`config.mk`:
```
export PLATFORM = sky130hd
export DESIGN_NAME = dmc_cache_ctrl
export DESIGN_NICKNAME = d
export VERILOG_FILES = /design/src/logic/dmc_pkg.sv /design/src/logic/dmc_lane_merge.sv /design/src/logic/dmc_cache_ctrl.sv
export VERILOG_INCLUDE_DIRS = /design/src /design/src/logic
export SDC_FILE = /design/constraint.sdc
export NUM_CORES = 1
export LEC_CHECK = 0
export BUFFER_PORTS_ARGS = -buffer_cell sky130_fd_sc_hd__buf_2
export CORE_AREA = 2 2 126 141
export DETAILED_ROUTE_END_ITERATION = 8
export DIE_AREA = 0 0 128 143
export GPL_ROUTABILITY_DRIVEN = 0
export PLACE_DENSITY = 0.8
export SLEW_MARGIN = 20
export SYNTH_ARGS = -nofsm -noshare
export SYNTH_HDL_FRONTEND = slang
export SYNTH_SLANG_ARGS = --single-unit
```
`constraint.sdc`:
```
create_clock -name sys_clk_i -period 2.06 [get_ports sys_clk_i]
set_input_delay 0.618 -clock sys_clk_i [delete_from_list [all_inputs] [get_ports sys_clk_i]]
set_output_delay 0.618 -clock sys_clk_i [all_outputs]
set_load 0.05 [all_outputs]
```
`src/logic/dmc_regs.svh`:
```
`ifndef DMC_REGS_SVH
`define DMC_REGS_SVH
`define DMC_ADDR_W 32
`define DMC_TAG_HI 23
`define DMC_INDEX_LO 2
`define DMC_INDEX_W_DEF 14
`define DMC_LINE_BYTES 4
`define DMC_PAGE_HIT_WAITS 1
`define DMC_FORCED_MISS_RST 1'b1
`endif

```
`src/logic/dmc_pkg.sv`:
```
package dmc_pkg;
  typedef enum logic [1:0] {
    DMC_REQ_CPU,
    DMC_REQ_DMA,
    DMC_REQ_CHAN
  } dmc_req_type;
  typedef enum {
    DMC_IDLE,
    DMC_DRAM_WAIT
  } dmc_state_type;
endpackage

```
`src/logic/dmc_lane_merge.sv`:
```
`timescale 1ns/1ps
`include "dmc_regs.svh"
module dmc_lane_merge (
  input wire logic [31:0] old_i,
  input wire logic [31:0] new_i,
  input wire logic [3:0] sel_i,
  output logic [31:0] out_o
);
  genvar g;
  generate
    for (g = 0; g < `DMC_LINE_BYTES; g = g + 1) begin : g_lane
      assign out_o[8*g+7:8*g] = sel_i[g] ? new_i[8*g+7:8*g] : old_i[8*g+7:8*g];
    end
  endgenerate
endmodule

```
`src/logic/dmc_cache_ctrl.sv`:
```
`timescale 1ns/1ps
`include "dmc_regs.svh"
module dmc_cache_ctrl
  import dmc_pkg::*;
#(
  parameter int INDEX_W = `DMC_INDEX_W_DEF
) (
  input wire logic sys_clk_i,
  input wire logic rst_i,
  input wire logic req_valid_i,
  input wire logic [1:0] req_src_i,
  input wire logic req_write_i,
  input wire logic [31:0] phys_addr_bits_i,
  input wire logic [3:0] byte_lane_selects_i,
  input wire logic [31:0] req_wdata_i,
  input wire logic req_local_dram_i,
  input wire logic normal_mode_i,
  input wire logic tag_hit_i,
  input wire logic [31:0] cache_rdata_i,
  input wire logic dram_done_i,
  input wire logic [31:0] dram_rdata_i,
  output logic req_done_o,
  output logic [31:0] req_rdata_o,
  output logic dram_req_o,
  output logic dram_write_o,
  output logic [31:0] dram_addr_o,
  output logic [3:0] dram_be_o,
  output logic [31:0] dram_wdata_o,
  output logic cache_we_o,
  output logic [INDEX_W-1:0] cache_index_o,
  output logic [31:0] cache_wdata_o,
  output logic tag_we_o,
  output logic [`DMC_TAG_HI-`DMC_INDEX_LO-INDEX_W:0] tag_wdata_o,
  output logic forced_miss_o
);
  localparam int TAG_LO = `DMC_INDEX_LO + INDEX_W;
  localparam int TAG_W = `DMC_TAG_HI - TAG_LO + 1;

  dmc_state_type state_q;
  logic forced_q;
  logic write_q;
  logic fill_q;
  logic upd_q;
  logic [31:0] wdata_q;
  logic [31:0] addr_q;
  logic [31:0] merged;
  logic [TAG_W-1:0] addr_tag;
  logic [INDEX_W-1:0] addr_index;
  logic hit;
  logic cacheable;
  logic is_cpu;
  logic take;
  logic take_hit;
  logic take_dram;
  logic finish;

  ////////////////////////////////////////////////////////////////////
  // Hit decision
  assign cacheable = req_local_dram_i;
  assign hit = cacheable && tag_hit_i && !forced_q;
  assign is_cpu = (req_src_i == DMC_REQ_CPU);

  // A request is only taken while idle; one waiting on DRAM is not retaken
  assign take = (state_q == DMC_IDLE) && req_valid_i;
  assign take_hit = take && hit && !req_write_i;
  assign take_dram = take && !(hit && !req_write_i);
  assign finish = (state_q == DMC_DRAM_WAIT) && dram_done_i;
  assign addr_index = addr_q[TAG_LO-1:`DMC_INDEX_LO];
  assign addr_tag = addr_q[`DMC_TAG_HI:TAG_LO];

  dmc_lane_merge u_merge (
    .old_i(cache_rdata_i),
    .new_i(req_wdata_i),
    .sel_i(byte_lane_selects_i),
    .out_o(merged)
  );

  ////////////////////////////////////////////////////////////////////
  // Mode: normal mode is a level from the memory configuration control
  always_ff @(posedge sys_clk_i) begin
    if (rst_i) begin
      forced_q <= `DMC_FORCED_MISS_RST;
    end else begin
      forced_q <= !normal_mode_i;
    end
  end

  ////////////////////////////////////////////////////////////////////
  // Sequencer
  always_ff @(posedge sys_clk_i) begin
    if (rst_i) begin
      state_q <= DMC_IDLE;
    end else begin
      case (state_q)
        DMC_IDLE: begin
          if (take_dram) begin
            state_q <= DMC_DRAM_WAIT;
          end
        end
        DMC_DRAM_WAIT: begin
          // Open-page DRAM answers next cycle, giving one wait state
          if (dram_done_i) begin
            state_q <= DMC_IDLE;
          end
        end
        default: begin
          state_q <= DMC_IDLE;
        end
      endcase
    end
  end

  ////////////////////////////////////////////////////////////////////
  // Captured request, held while DRAM works
  always_ff @(posedge sys_clk_i) begin
    if (rst_i) begin
      addr_q <= 32'h0000_0000;
      write_q <= 1'b0;
      wdata_q <= 32'h0000_0000;
      upd_q <= 1'b0;
      fill_q <= 1'b0;
    end else if (take_dram) begin
      addr_q <= phys_addr_bits_i;
      write_q <= req_write_i;
      // Merged against the line read at issue; the data SRAM is not reread later
      wdata_q <= merged;
      upd_q <= req_write_i && hit;
      fill_q <= !req_write_i && cacheable && (is_cpu || forced_q);
    end
  end

  ////////////////////////////////////////////////////////////////////
  // DRAM request
  always_ff @(posedge sys_clk_i) begin
    if (rst_i) begin
      dram_req_o <= 1'b0;
      dram_write_o <= 1'b0;
      dram_addr_o <= 32'h0000_0000;
      dram_be_o <= 4'h0;
      dram_wdata_o <= 32'h0000_0000;
    end else if (take_dram) begin
      // Write-through: every write and every miss goes to DRAM
      dram_req_o <= 1'b1;
      dram_write_o <= req_write_i;
      dram_addr_o <= phys_addr_bits_i;
      // Reads fetch the whole line so a fill never holds stale lanes
      dram_be_o <= req_write_i ? byte_lane_selects_i : 4'hf;
      dram_wdata_o <= req_wdata_i;
    end else if (finish) begin
      dram_req_o <= 1'b0;
    end
  end

  ////////////////////////////////////////////////////////////////////
  // Answer to the requester
  always_ff @(posedge sys_clk_i) begin
    if (rst_i) begin
      req_done_o <= 1'b0;
      req_rdata_o <= 32'h0000_0000;
    end else begin
      req_done_o <= take_hit || finish;
      if (take_hit) begin
        req_rdata_o <= cache_rdata_i;
      end else if (finish) begin
        // Writes hand back zero so old read data is never taken for new
        req_rdata_o <= write_q ? 32'h0000_0000 : dram_rdata_i;
      end
    end
  end

  ////////////////////////////////////////////////////////////////////
  // Data cache write: a write hit merges lanes, a fill writes the line
  always_ff @(posedge sys_clk_i) begin
    if (rst_i) begin
      cache_we_o <= 1'b0;
      cache_index_o <= '0;
      cache_wdata_o <= 32'h0000_0000;
    end else begin
      cache_we_o <= finish && (upd_q || fill_q);
      if (finish) begin
        cache_index_o <= addr_index;
        if (upd_q) begin
          cache_wdata_o <= wdata_q;
        end else if (fill_q) begin
          cache_wdata_o <= dram_rdata_i;
        end
      end
    end
  end

  ////////////////////////////////////////////////////////////////////
  // Tag store write, only on a fill
  always_ff @(posedge sys_clk_i) begin
    if (rst_i) begin
      tag_we_o <= 1'b0;
      tag_wdata_o <= '0;
    end else begin
      tag_we_o <= finish && fill_q;
      if (finish && fill_q) begin
        tag_wdata_o <= addr_tag;
      end
    end
  end

  ////////////////////////////////////////////////////////////////////
  // Mode shown outside with the same timing as the hit path, so both agree
  always_ff @(posedge sys_clk_i) begin
    if (rst_i) begin
      forced_miss_o <= `DMC_FORCED_MISS_RST;
    end else begin
      forced_miss_o <= !normal_mode_i;
    end
  end
endmodule

```
==> results.py, run 1 <==
metrics = {
    "floorplanning": {
        "initial_utilization_pct": 49.6,
        "fp-row-count": 50,
        "die_x_um": 128,
        "dieArea_um2": 18300,
        "fp.coreArea_um2": 16800,
        "fp.dieH_um": 143,
        "top_level_ports": 302,
    },
    "power": {
        "power-per-cell-area_nw_per_um2": 875,
        "power_frac_seq_pct": 43.6,
        "power_mw": 9.30,
        "sw_frac_of_total_pct": 28.1,
        "switchingPower_mw": 2.61,
        "vdd_drop_max_mv": 0.581,
        "internal-power_mw": 6.69,
        "power_frac_comb_pct": 16.2,
        "p_leak_nw": 4.59,
        "p_clk_share_pct": 40.2,
    },
    "logic_synthesis": {
        "synth_top_area_share_pct": 47.0,
        "yosysWarningCount": 0,
        "synth_flop_cell": "dfxtp_1",
        "synth_edf_count": 0,
        "seq_area_frac_synth_pct": 47.0,
        "syn_area_um2": 8310,
        "ys_seq_elements": 195,
        "synthDistinctLibCells": 34,
        "async_flop_share_pct": 0,
        "netlist_top_cells_area": "dfxtp_1, a21oi_1, mux2i_1, a211oi_1, nand3_1",
        "yosysTopAreaCell": "dfxtp_1",
        "syn_inst": 918,
        "syn-num-nets": 1060,
        "syn_avg_cell_area_um2": 9.05,
    },
    "setup_path": {
        "worstSetupEndpointType": "flip-flop",
        "path_cells": "and4bb_4 -> nor2_4 -> o221a_2",
        "reg2reg_setup_slack_ns": 0.27,
        "reg2reg_from": "forced_miss_o",
        "timing.rr.end": "dram_be_o[2]",
        "crit_family": "simple AND/OR/NAND/NOR gates",
        "worstPathArrival_ns": 2.15,
        "worstPathRequired_ns": 2.42,
        "cpPeakStageDelay_ns": 0.73,
        "cp.buffers_inverters": 0,
        "crit_slowest_cell": "nor2_4",
        "crit_type": "reg2reg",
        "reg2reg_depth": 3,
        "cp_max_fo": 36,
        "cp-start-kind": "flip-flop",
    },
    "clock_tree": {
        "root_buffer": "clkbuf_16",
        "clock-sinks": 195,
        "cts_tree": "yes",
        "cts_resized": 0,
        "hold_buffers": 0,
        "clk_latency_ns": 0.42,
        "cts_inserted_buffers": 17,
        "clockBufferDepth": 2,
        "h-tree-depth": 4,
        "clk_pin_slew_ns": 0.07,
        "post_cts_buffers": 0,
    },
    "run_status": {
        "outcome": "finished, final reports clean",
    },
    "min_path": {
        "worstHoldPathType": "in2reg",
        "hold-path-cell-count": 2,
        "min_to": "forced_miss_o",
        "holdCritStartpoint": "normal_mode_i",
    },
    "sta": {
        "drv_slew": 0,
        "hold_viol_final": 0,
        "post-route-period-util_pct": 86.7,
        "post-route-min-period_ns": 1.79,
        "clock.fmax_mhz": 560,
        "fin_ws_ns": 0.275,
        "max-slew-margin-rel_pct": 34.0,
        "tightest_slew_ns": 0.987,
        "setup_viol": 0,
        "clock_skew_ns": 0.0106,
        "rsz0062_at_grt": "no",
    },
    "route": {
        "wire_per_inst_um": 19.5,
        "drc": 0,
        "vias": 8241,
        "routed_wl_mm": 27.0,
        "viasPerCell": 5.96,
        "ant_nets": 0,
        "drt-initial-drc-count": 671,
        "firstDrtPassIters": 5,
    },
    "global_routing": {
        "grt_overflow": 0,
        "grtUsageTotal_pct": 28.8,
        "grt_pass1_wl_mm": 42.0,
        "antenna_found_initial": 4,
        "grt_max_degree": 100,
        "grt_pass1_vias": 8036,
    },
    "cells_and_area": {
        "synthToLayoutAreaGrowth_pct": 27.8,
        "final_core_util_pct": 63.3,
        "fin_cells": 1383,
        "final_nets": 1302,
        "nFillCells": 1479,
        "final_layout_size_suffix_gt1_share_pct": 32.7,
    },
    "job": {
        "drv_cap": 0,
    },
    "place": {
        "dpl.cell_count": 1349,
        "portBuffers": 301,
        "hpwlAfterDp_mm": 17.7,
        "place_ws_ns": -0.0197,
    },
}
area by class of cell:
cell class / count / area (um2) / share of cell area (%)
multi-input combinational: 614 / 3890 / 36.6
tap: 208 / 260 / 2.45
timing repair buffer: 331 / 1890 / 17.8
clock buffer: 21 / 470 / 4.43
inverter: 1 / 3.75 / 0.0353
clock inverter: 10 / 195 / 1.84
sequential: 195 / 3910 / 36.8
antenna: 3 / 7.51 / 0.0707
cell usage after synthesis (3+ instances only):
cell type,instances
o21ai_0,36
buf_1,5
o21ai_1,31
buf_6,8
and4b_1,32
buf_2,37
nand2_1,49
nand3_1,66
buf_4,9
clkbuf_1,47
dfxtp_1,195
nor3_1,32
nor2_1,34
a221oi_2,3
mux2i_1,64
a211oi_1,60
a211oi_2,4
a21oi_1,156
o221a_2,4
a221oi_1,29
registers in the layout, indices dropped and copies added, names as in the netlist, 4 cells and up:
name and count:
cache_wdata_o 32, dram_addr_o 32, dram_wdata_o 32, req_rdata_o 32, wdata_q 32, cache_index_o 14
tag_wdata_o 8, dram_be_o 4
power by group through the flow:
stage | Combinational (mW) | Clock [mW] | Sequential (mW)
3_3_place_gp | 1.48 | 0 | 4.13
6_report | 1.51 | 3.73 | 4.06
4_1_cts | 1.50 | 3.78 | 4.05
2_1_floorplan | 0.577 | 0 | 4.56
3_5_place_dp | 1.50 | 0 | 4.14
5_1_grt | 1.60 | 3.95 | 4.07
worst max-delay path by stage:
stage / startpoint / endpoint / slack, ns / cells after the start
2_1_floorplan: req_write_i / dram_addr_o[15] / 0.48 / 6
3_3_place_gp: tag_hit_i / dram_be_o[1] / 0.006 / 4
3_5_place_dp: tag_hit_i / dram_be_o[0] / -0.02 / 4
4_1_cts: forced_miss_o / wdata_q[29] / 0.25 / 3
5_1_grt: forced_miss_o / wdata_q[29] / 0.17 / 3
6_report: forced_miss_o / dram_be_o[2] / 0.27 / 3
cell usage in the layout, fill, tap and decap left out, types with 2 or more instances in the layout:
master,instances
and4b_1,32
o221a_2,4
nand3_1,66
dfxtp_2,2
nor2_1,34
o21ai_0,36
mux2i_1,64
diode_2,3
buf_4,18
dfxtp_1,193
clkbuf_8,3
bufinv_16,5
a221oi_2,3
a211oi_1,60
nor3_1,32
a21oi_1,156
clkbuf_16,17
buf_2,300
o21ai_1,31
buf_12,12
a211oi_2,4
a221oi_1,29
nand2_1,48
clkinv_4,2
kinds of logic (layout without fill, tap and decap cells):
kind of cell	after synthesis	in the layout	synth area share, %
AOI/OAI and AO/OA	325	325	23.8
and+or+nand+nor	225	225	14.8
DFF	195	195	47.0
buffers and inverters	109	363	6.64
muxes	64	64	7.71
other	0	3	0
routing by layer:
metal / part of all wire, % / track usage [%]
met3: 7.3 / 6.82
met1: 41 / 35.7
met5: 0.026 / 0
met4: 2.7 / 11.6
met2: 49 / 48.5
stage by stage:
stage          hold WS [ns]  cell area, um2  TNS, ns
2_1_floorplan         0.476            8310        0
3_3_place_gp          0.440            9950        0
3_5_place_dp          0.445            9950  -0.0855
4_1_cts               0.335           10600        0
5_1_grt               0.337           10600        0
6_report              0.350           10600        0
Power figures use the tool's default switching activity.
==> run 2: changes to the inputs <==
Settings changed: REMOVE_ABC_BUFFERS set to 1.
==> run 2 against run 1 <==
Compared with the run above:
- clock power decreased by 14%
- clock-buffer cell count decreased by 3
- sequential power about the same
- cell count unchanged
- register-to-register slack got worse by 0.02 ns
- non-clock buffer count decreased by 1
- global-route usage increased by 0.20 points
- worst setup slack got worse by 0.022 ns
- clock skew decreased by 0.0016 ns
==> results.py, run 2 (same netlist as run 1, synthesis figures left out) <==
metrics = {
    "job": {
        "drv_cap": 0,
    },
    "floorplanning": {
        "fp.coreArea_um2": 16800,
        "top_level_ports": 302,
        "die_x_um": 128,
        "dieArea_um2": 18300,
        "fp-row-count": 50,
        "fp.dieH_um": 143,
        "initial_utilization_pct": 49.6,
    },
    "cells_and_area": {
        "final_layout_size_suffix_gt1_share_pct": 32.7,
        "finalInstanceArea_um2": 10500,
        "layout_common_cells": "buf_2, dfxtp_1, a21oi_1, nand3_1, mux2i_1",
        "fin_cells": 1383,
        "synthToLayoutAreaGrowth_pct": 26.5,
        "final_common_cell": "buf_2",
        "final_nets": 1301,
    },
    "clock_tree": {
        "root_buffer": "clkbuf_16",
        "clockBufferDepth": 2,
        "cts_tree": "yes",
        "clk_pin_slew_ns": 0.07,
        "h-tree-depth": 4,
        "clock-sinks": 195,
        "post_cts_buffers": 0,
        "clk_latency_ns": 0.43,
        "cts_inserted_buffers": 17,
        "cts_resized": 0,
        "hold_buffers": 0,
    },
    "run_status": {
        "outcome": "finished, final reports clean",
    },
    "place": {
        "portBuffers": 301,
        "dpl.cell_count": 1348,
        "place_area_um2": 9930,
        "hpwlAfterDp_mm": 17.5,
    },
    "route": {
        "wire_per_inst_um": 19.9,
        "firstDrtPassIters": 7,
        "drt-initial-drc-count": 648,
        "route.met3.wl_mm": 1.83,
        "drc": 0,
        "wl_met1_mm": 11.1,
        "top_layer_used": "met4",
        "viasPerCell": 6.01,
        "vias": 8313,
        "routed_wl_mm": 27.5,
        "dr_wl_met2_mm": 13.4,
        "ant_nets": 0,
    },
    "setup_path": {
        "cp_max_fo": 36,
        "worstPathArrival_ns": 2.17,
        "crit_type": "reg2reg",
        "cpPeakStageDelay_ns": 0.83,
        "timing.rr.end": "dram_be_o[0]",
        "reg2reg_depth": 3,
        "path_cells": "and4bb_4 -> nor2_4 -> o221a_2",
        "worstSetupEndpointType": "flip-flop",
        "reg2reg_setup_slack_ns": 0.25,
        "reg2reg_from": "forced_miss_o",
        "crit_slowest_cell": "nor2_4",
        "worstPathRequired_ns": 2.43,
        "cp-start-kind": "flip-flop",
    },
    "sta": {
        "max-slew-margin-rel_pct": 25.6,
        "drv_slew": 0,
        "tightest_slew_ns": 1.11,
        "clock.fmax_mhz": 553,
        "rsz0062_at_grt": "no",
        "clock_skew_ns": 0.00899,
        "whs_ns": 0.383,
        "post-route-min-period_ns": 1.81,
        "post-route-period-util_pct": 87.7,
        "setup_viol": 0,
        "hold_viol_final": 0,
        "finalSetupTns_ns": 0,
    },
    "global_routing": {
        "grtUsageTotal_pct": 29.0,
        "grt_pass1_wl_mm": 41.8,
        "grt_max_degree": 100,
        "antenna_found_initial": 3,
        "grt_pass1_vias": 7949,
        "grt_overflow": 0,
    },
    "min_path": {
        "hold-path-cell-count": 2,
        "holdCritStartpoint": "normal_mode_i",
        "worstHoldPathType": "in2reg",
        "min_to": "forced_miss_o",
    },
    "power": {
        "power_mw": 8.76,
        "p_leak_nw": 4.54,
        "power-per-cell-area_nw_per_um2": 834,
        "vdd_drop_max_mv": 0.511,
    },
}
==> run 2: cell types whose count changed in the layout (fill, tap and decap cells not counted), sizes merged <==
cell,before,now
inv,3,7
buf,331,330
clkbuf,21,18
bufinv,5,0
clkinv,2,7
==> run 2: layer usage <==
layer	GRT usage [%]	vias to the layer above
li1	-	3879
met1	36.7	3935
met2	48.2	410
met3	5.10	89
met4	13.8	0
met5	0	-
==> run 2: area by class of cell <==
| type | instances | area (um2) |
|---|---|---|
| inverter | 1 | 3.75 |
| sequential | 195 | 3910 |
| clock inverter | 14 | 144 |
| clock buffer | 18 | 429 |
| multi-input combinational | 614 | 3890 |
| tap | 208 | 260 |
| antenna | 3 | 7.51 |
| fill | 1491 | 6260 |
| timing repair buffer | 330 | 1870 |
==> run 2: per-stage QoR <==
stage / util [%] / setup slack, ns
floorplan: - / -3.28
global placement: 59.2 / -0.0680
detailed placement: 59.2 / -0.0848
CTS: 62.6 / 0.276
global route: 62.7 / 0.183
finish: 62.7 / 0.253
==> run 2: worst max path at each step <==
stage                  startpoint         endpoint  cells past startpoint  slack (ns)
floorplan             req_valid_i  req_rdata_o[10]                      3       -3.28
global placement      req_write_i     dram_be_o[1]                      4       -0.07
detailed placement    req_write_i     dram_be_o[3]                      4       -0.08
CTS                 forced_miss_o    forced_miss_o                      2        0.28
global route        forced_miss_o     dram_be_o[0]                      3        0.18
finish              forced_miss_o     dram_be_o[0]                      3        0.25
==> run 2: critical path: cells and delay by family (launching register included) <==
family | cells | cell delay (ns)
flops | 1 | 0.33
simple gates | 2 | 1.08
compound gates | 1 | 0.33
==> run 2: report_power, final <==
part | switching, mW | leakage [nW] | total, mW | internal [mW]
clock | 1.58 | 0.277 | 3.20 | 1.61
sequential | 0.100 | 1.59 | 4.05 | 3.95
combinational | 1.05 | 2.67 | 1.51 | 0.464
==> run 3: changes to the inputs <==
Settings changed: PLACE_DENSITY 0.8 to unset, PLACE_DENSITY_LB_ADDON set to 0.12, SLEW_MARGIN 20 to 10.
==> run 3 against run 2 <==
Compared with the run above:
- critical path depth fell by 2
- core utilization rose by 0.75 points
- sequential share of layout area fell by 0.45 points
- clock skew rose by 0.00071 ns
- via count fell by 2.0%
- routed wire length fell by 1.9%
- cell count rose by 0.58%
- fmax rose by 1.3%
- clock-buffer cell count did not move
- critical endpoint is now dram_write_o
- combinational power barely moved
- sequential cell count did not move
==> results.py, run 3 (same netlist as run 1, synthesis figures left out) <==
metrics = {
    "run_status": {
        "outcome": "finished, final reports clean",
    },
    "floorplanning": {
        "die_x_um": 128,
        "dieArea_um2": 18300,
        "initial_utilization_pct": 49.6,
        "fp-row-count": 50,
        "fp.coreArea_um2": 16800,
        "top_level_ports": 302,
        "fp.dieH_um": 143,
    },
    "min_path": {
        "hold-path-cell-count": 2,
        "worstHoldPathType": "in2reg",
    },
    "clock_tree": {
        "clk_latency_ns": 0.43,
        "clockBufferDepth": 2,
        "cts_inserted_buffers": 17,
        "root_buffer": "clkbuf_16",
        "cts_tree": "yes",
        "h-tree-depth": 4,
        "clock-sinks": 195,
        "hold_buffers": 0,
        "cts_resized": 0,
        "post_cts_buffers": 0,
        "clk_pin_slew_ns": 0.07,
    },
    "setup_path": {
        "crit_cells": 1,
        "worstSetupEndpointType": "primary output",
        "crit_family": "flip-flops",
        "path_cells": "buf_2",
        "worstPathArrival_ns": 1.17,
        "crit_slowest_cell": "dfxtp_1",
        "cp-start-kind": "flip-flop",
        "cp.buffers_inverters": 1,
        "crit_type": "reg2out",
        "cpPeakStageDelay_ns": 0.43,
        "reg2reg_depth": 4,
        "worstPathRequired_ns": 1.44,
        "cp_max_fo": 3,
    },
    "global_routing": {
        "use_met3_pct": 5.28,
        "antenna_found_initial": 1,
        "top_usage_layer": "met2",
        "grtUsageTotal_pct": 28.9,
        "grt_max_degree": 56,
        "use_met1_pct": 39.0,
        "gr-usage-met2_pct": 46.7,
        "grt_overflow": 0,
        "grt_pass1_vias": 7843,
        "grt_pass1_wl_mm": 41.9,
    },
    "power": {
        "power-per-cell-area_nw_per_um2": 853,
        "vdd_drop_max_mv": 0.547,
        "power_mw": 9.07,
        "p_leak_nw": 4.62,
    },
    "sta": {
        "clock.fmax_mhz": 560,
        "tightest_slew_ns": 0.462,
        "fin_ws_ns": 0.276,
        "setup_viol": 0,
        "max-slew-margin-rel_pct": 69.2,
        "drv_slew": 0,
        "rsz0062_at_grt": "no",
        "hold_viol_final": 0,
        "clock_skew_ns": 0.00970,
        "finalSetupTns_ns": 0,
        "post-route-min-period_ns": 1.78,
        "post-route-period-util_pct": 86.6,
    },
    "cells_and_area": {
        "final_layout_size_suffix_gt1_share_pct": 33.2,
        "final_common_cell": "buf_2",
        "finalInstanceArea_um2": 10600,
        "nFillCells": 1535,
        "synthToLayoutAreaGrowth_pct": 28.0,
        "layout_common_cells": "buf_2, dfxtp_1, a21oi_1, nand3_1, mux2i_1",
        "fin_cells": 1391,
        "final_nets": 1312,
    },
    "route": {
        "viasPerCell": 5.85,
        "drt-initial-drc-count": 659,
        "routed_wl_mm": 26.9,
        "firstDrtPassIters": 5,
        "vias": 8143,
        "drc": 0,
        "ant_nets": 0,
        "wire_per_inst_um": 19.4,
    },
    "place": {
        "portBuffers": 301,
        "hpwlAfterDp_mm": 18.2,
        "place_ws_ns": 0.173,
        "dpl.cell_count": 1359,
        "place_area_um2": 10000,
    },
    "job": {
        "drv_cap": 0,
    },
}
run 3: cell count changes in the layout (fill, tap and decap cells not counted), sizes merged:
cell,delta
inv,-4
bufinv,+4
clkinvlp,+1
buf,+11
clkinv,-2
diode,-2
run 3: final cells by class:
type / count / area, um2 / area share [%]
tap: 208 / 260 / 2.45
clock buffer: 18 / 429 / 4.04
antenna: 1 / 2.50 / 0.0235
sequential: 195 / 3910 / 36.7
timing repair buffer: 341 / 1960 / 18.5
inverter: 1 / 3.75 / 0.0353
clock inverter: 13 / 181 / 1.71
multi-input combinational: 614 / 3890 / 36.6
run 3: report_power, final:
group	internal, mW	leakage (nW)	switching, mW	total [mW]
registers	3.95	1.59	0.108	4.06
clock network	2.03	0.296	1.46	3.49
logic	0.483	2.73	1.04	1.52
run 3: worst paths after layout:
path	startpoint	to	slack (ns)
setup / recovery	dram_write_o	dram_write_o	0.28
hold / removal	normal_mode_i	forced_miss_o	0.36
setup reg to reg	state_q[0]	req_rdata_o[2]	0.41
hold reg to reg	cache_index_o[7]	cache_index_o[7]	0.45
run 3: through the flow:
stage	util [%]	hold slack, ns
finish	63.4	0.362
global route	63.4	0.370
detailed placement	59.8	0.443
CTS	63.4	0.350
floorplan	-	0.470
global placement	59.8	0.442
run 3: worst reg2reg max path, cell delays in order (launching register included):
cell,delay [ns]
dfxtp_1,0.56
nand2b_4,0.36
buf_12,0.27
nor3_1,0.12
a221oi_1,0.25
run 3: metal layers:
layer	share of wire [%]	up-vias	wire (um)
met1	44	3881	11700
met5	0	-	0
li1	-	3896	-
met4	2.0	0	535
met2	48	329	13000
met3	6.2	37	1670
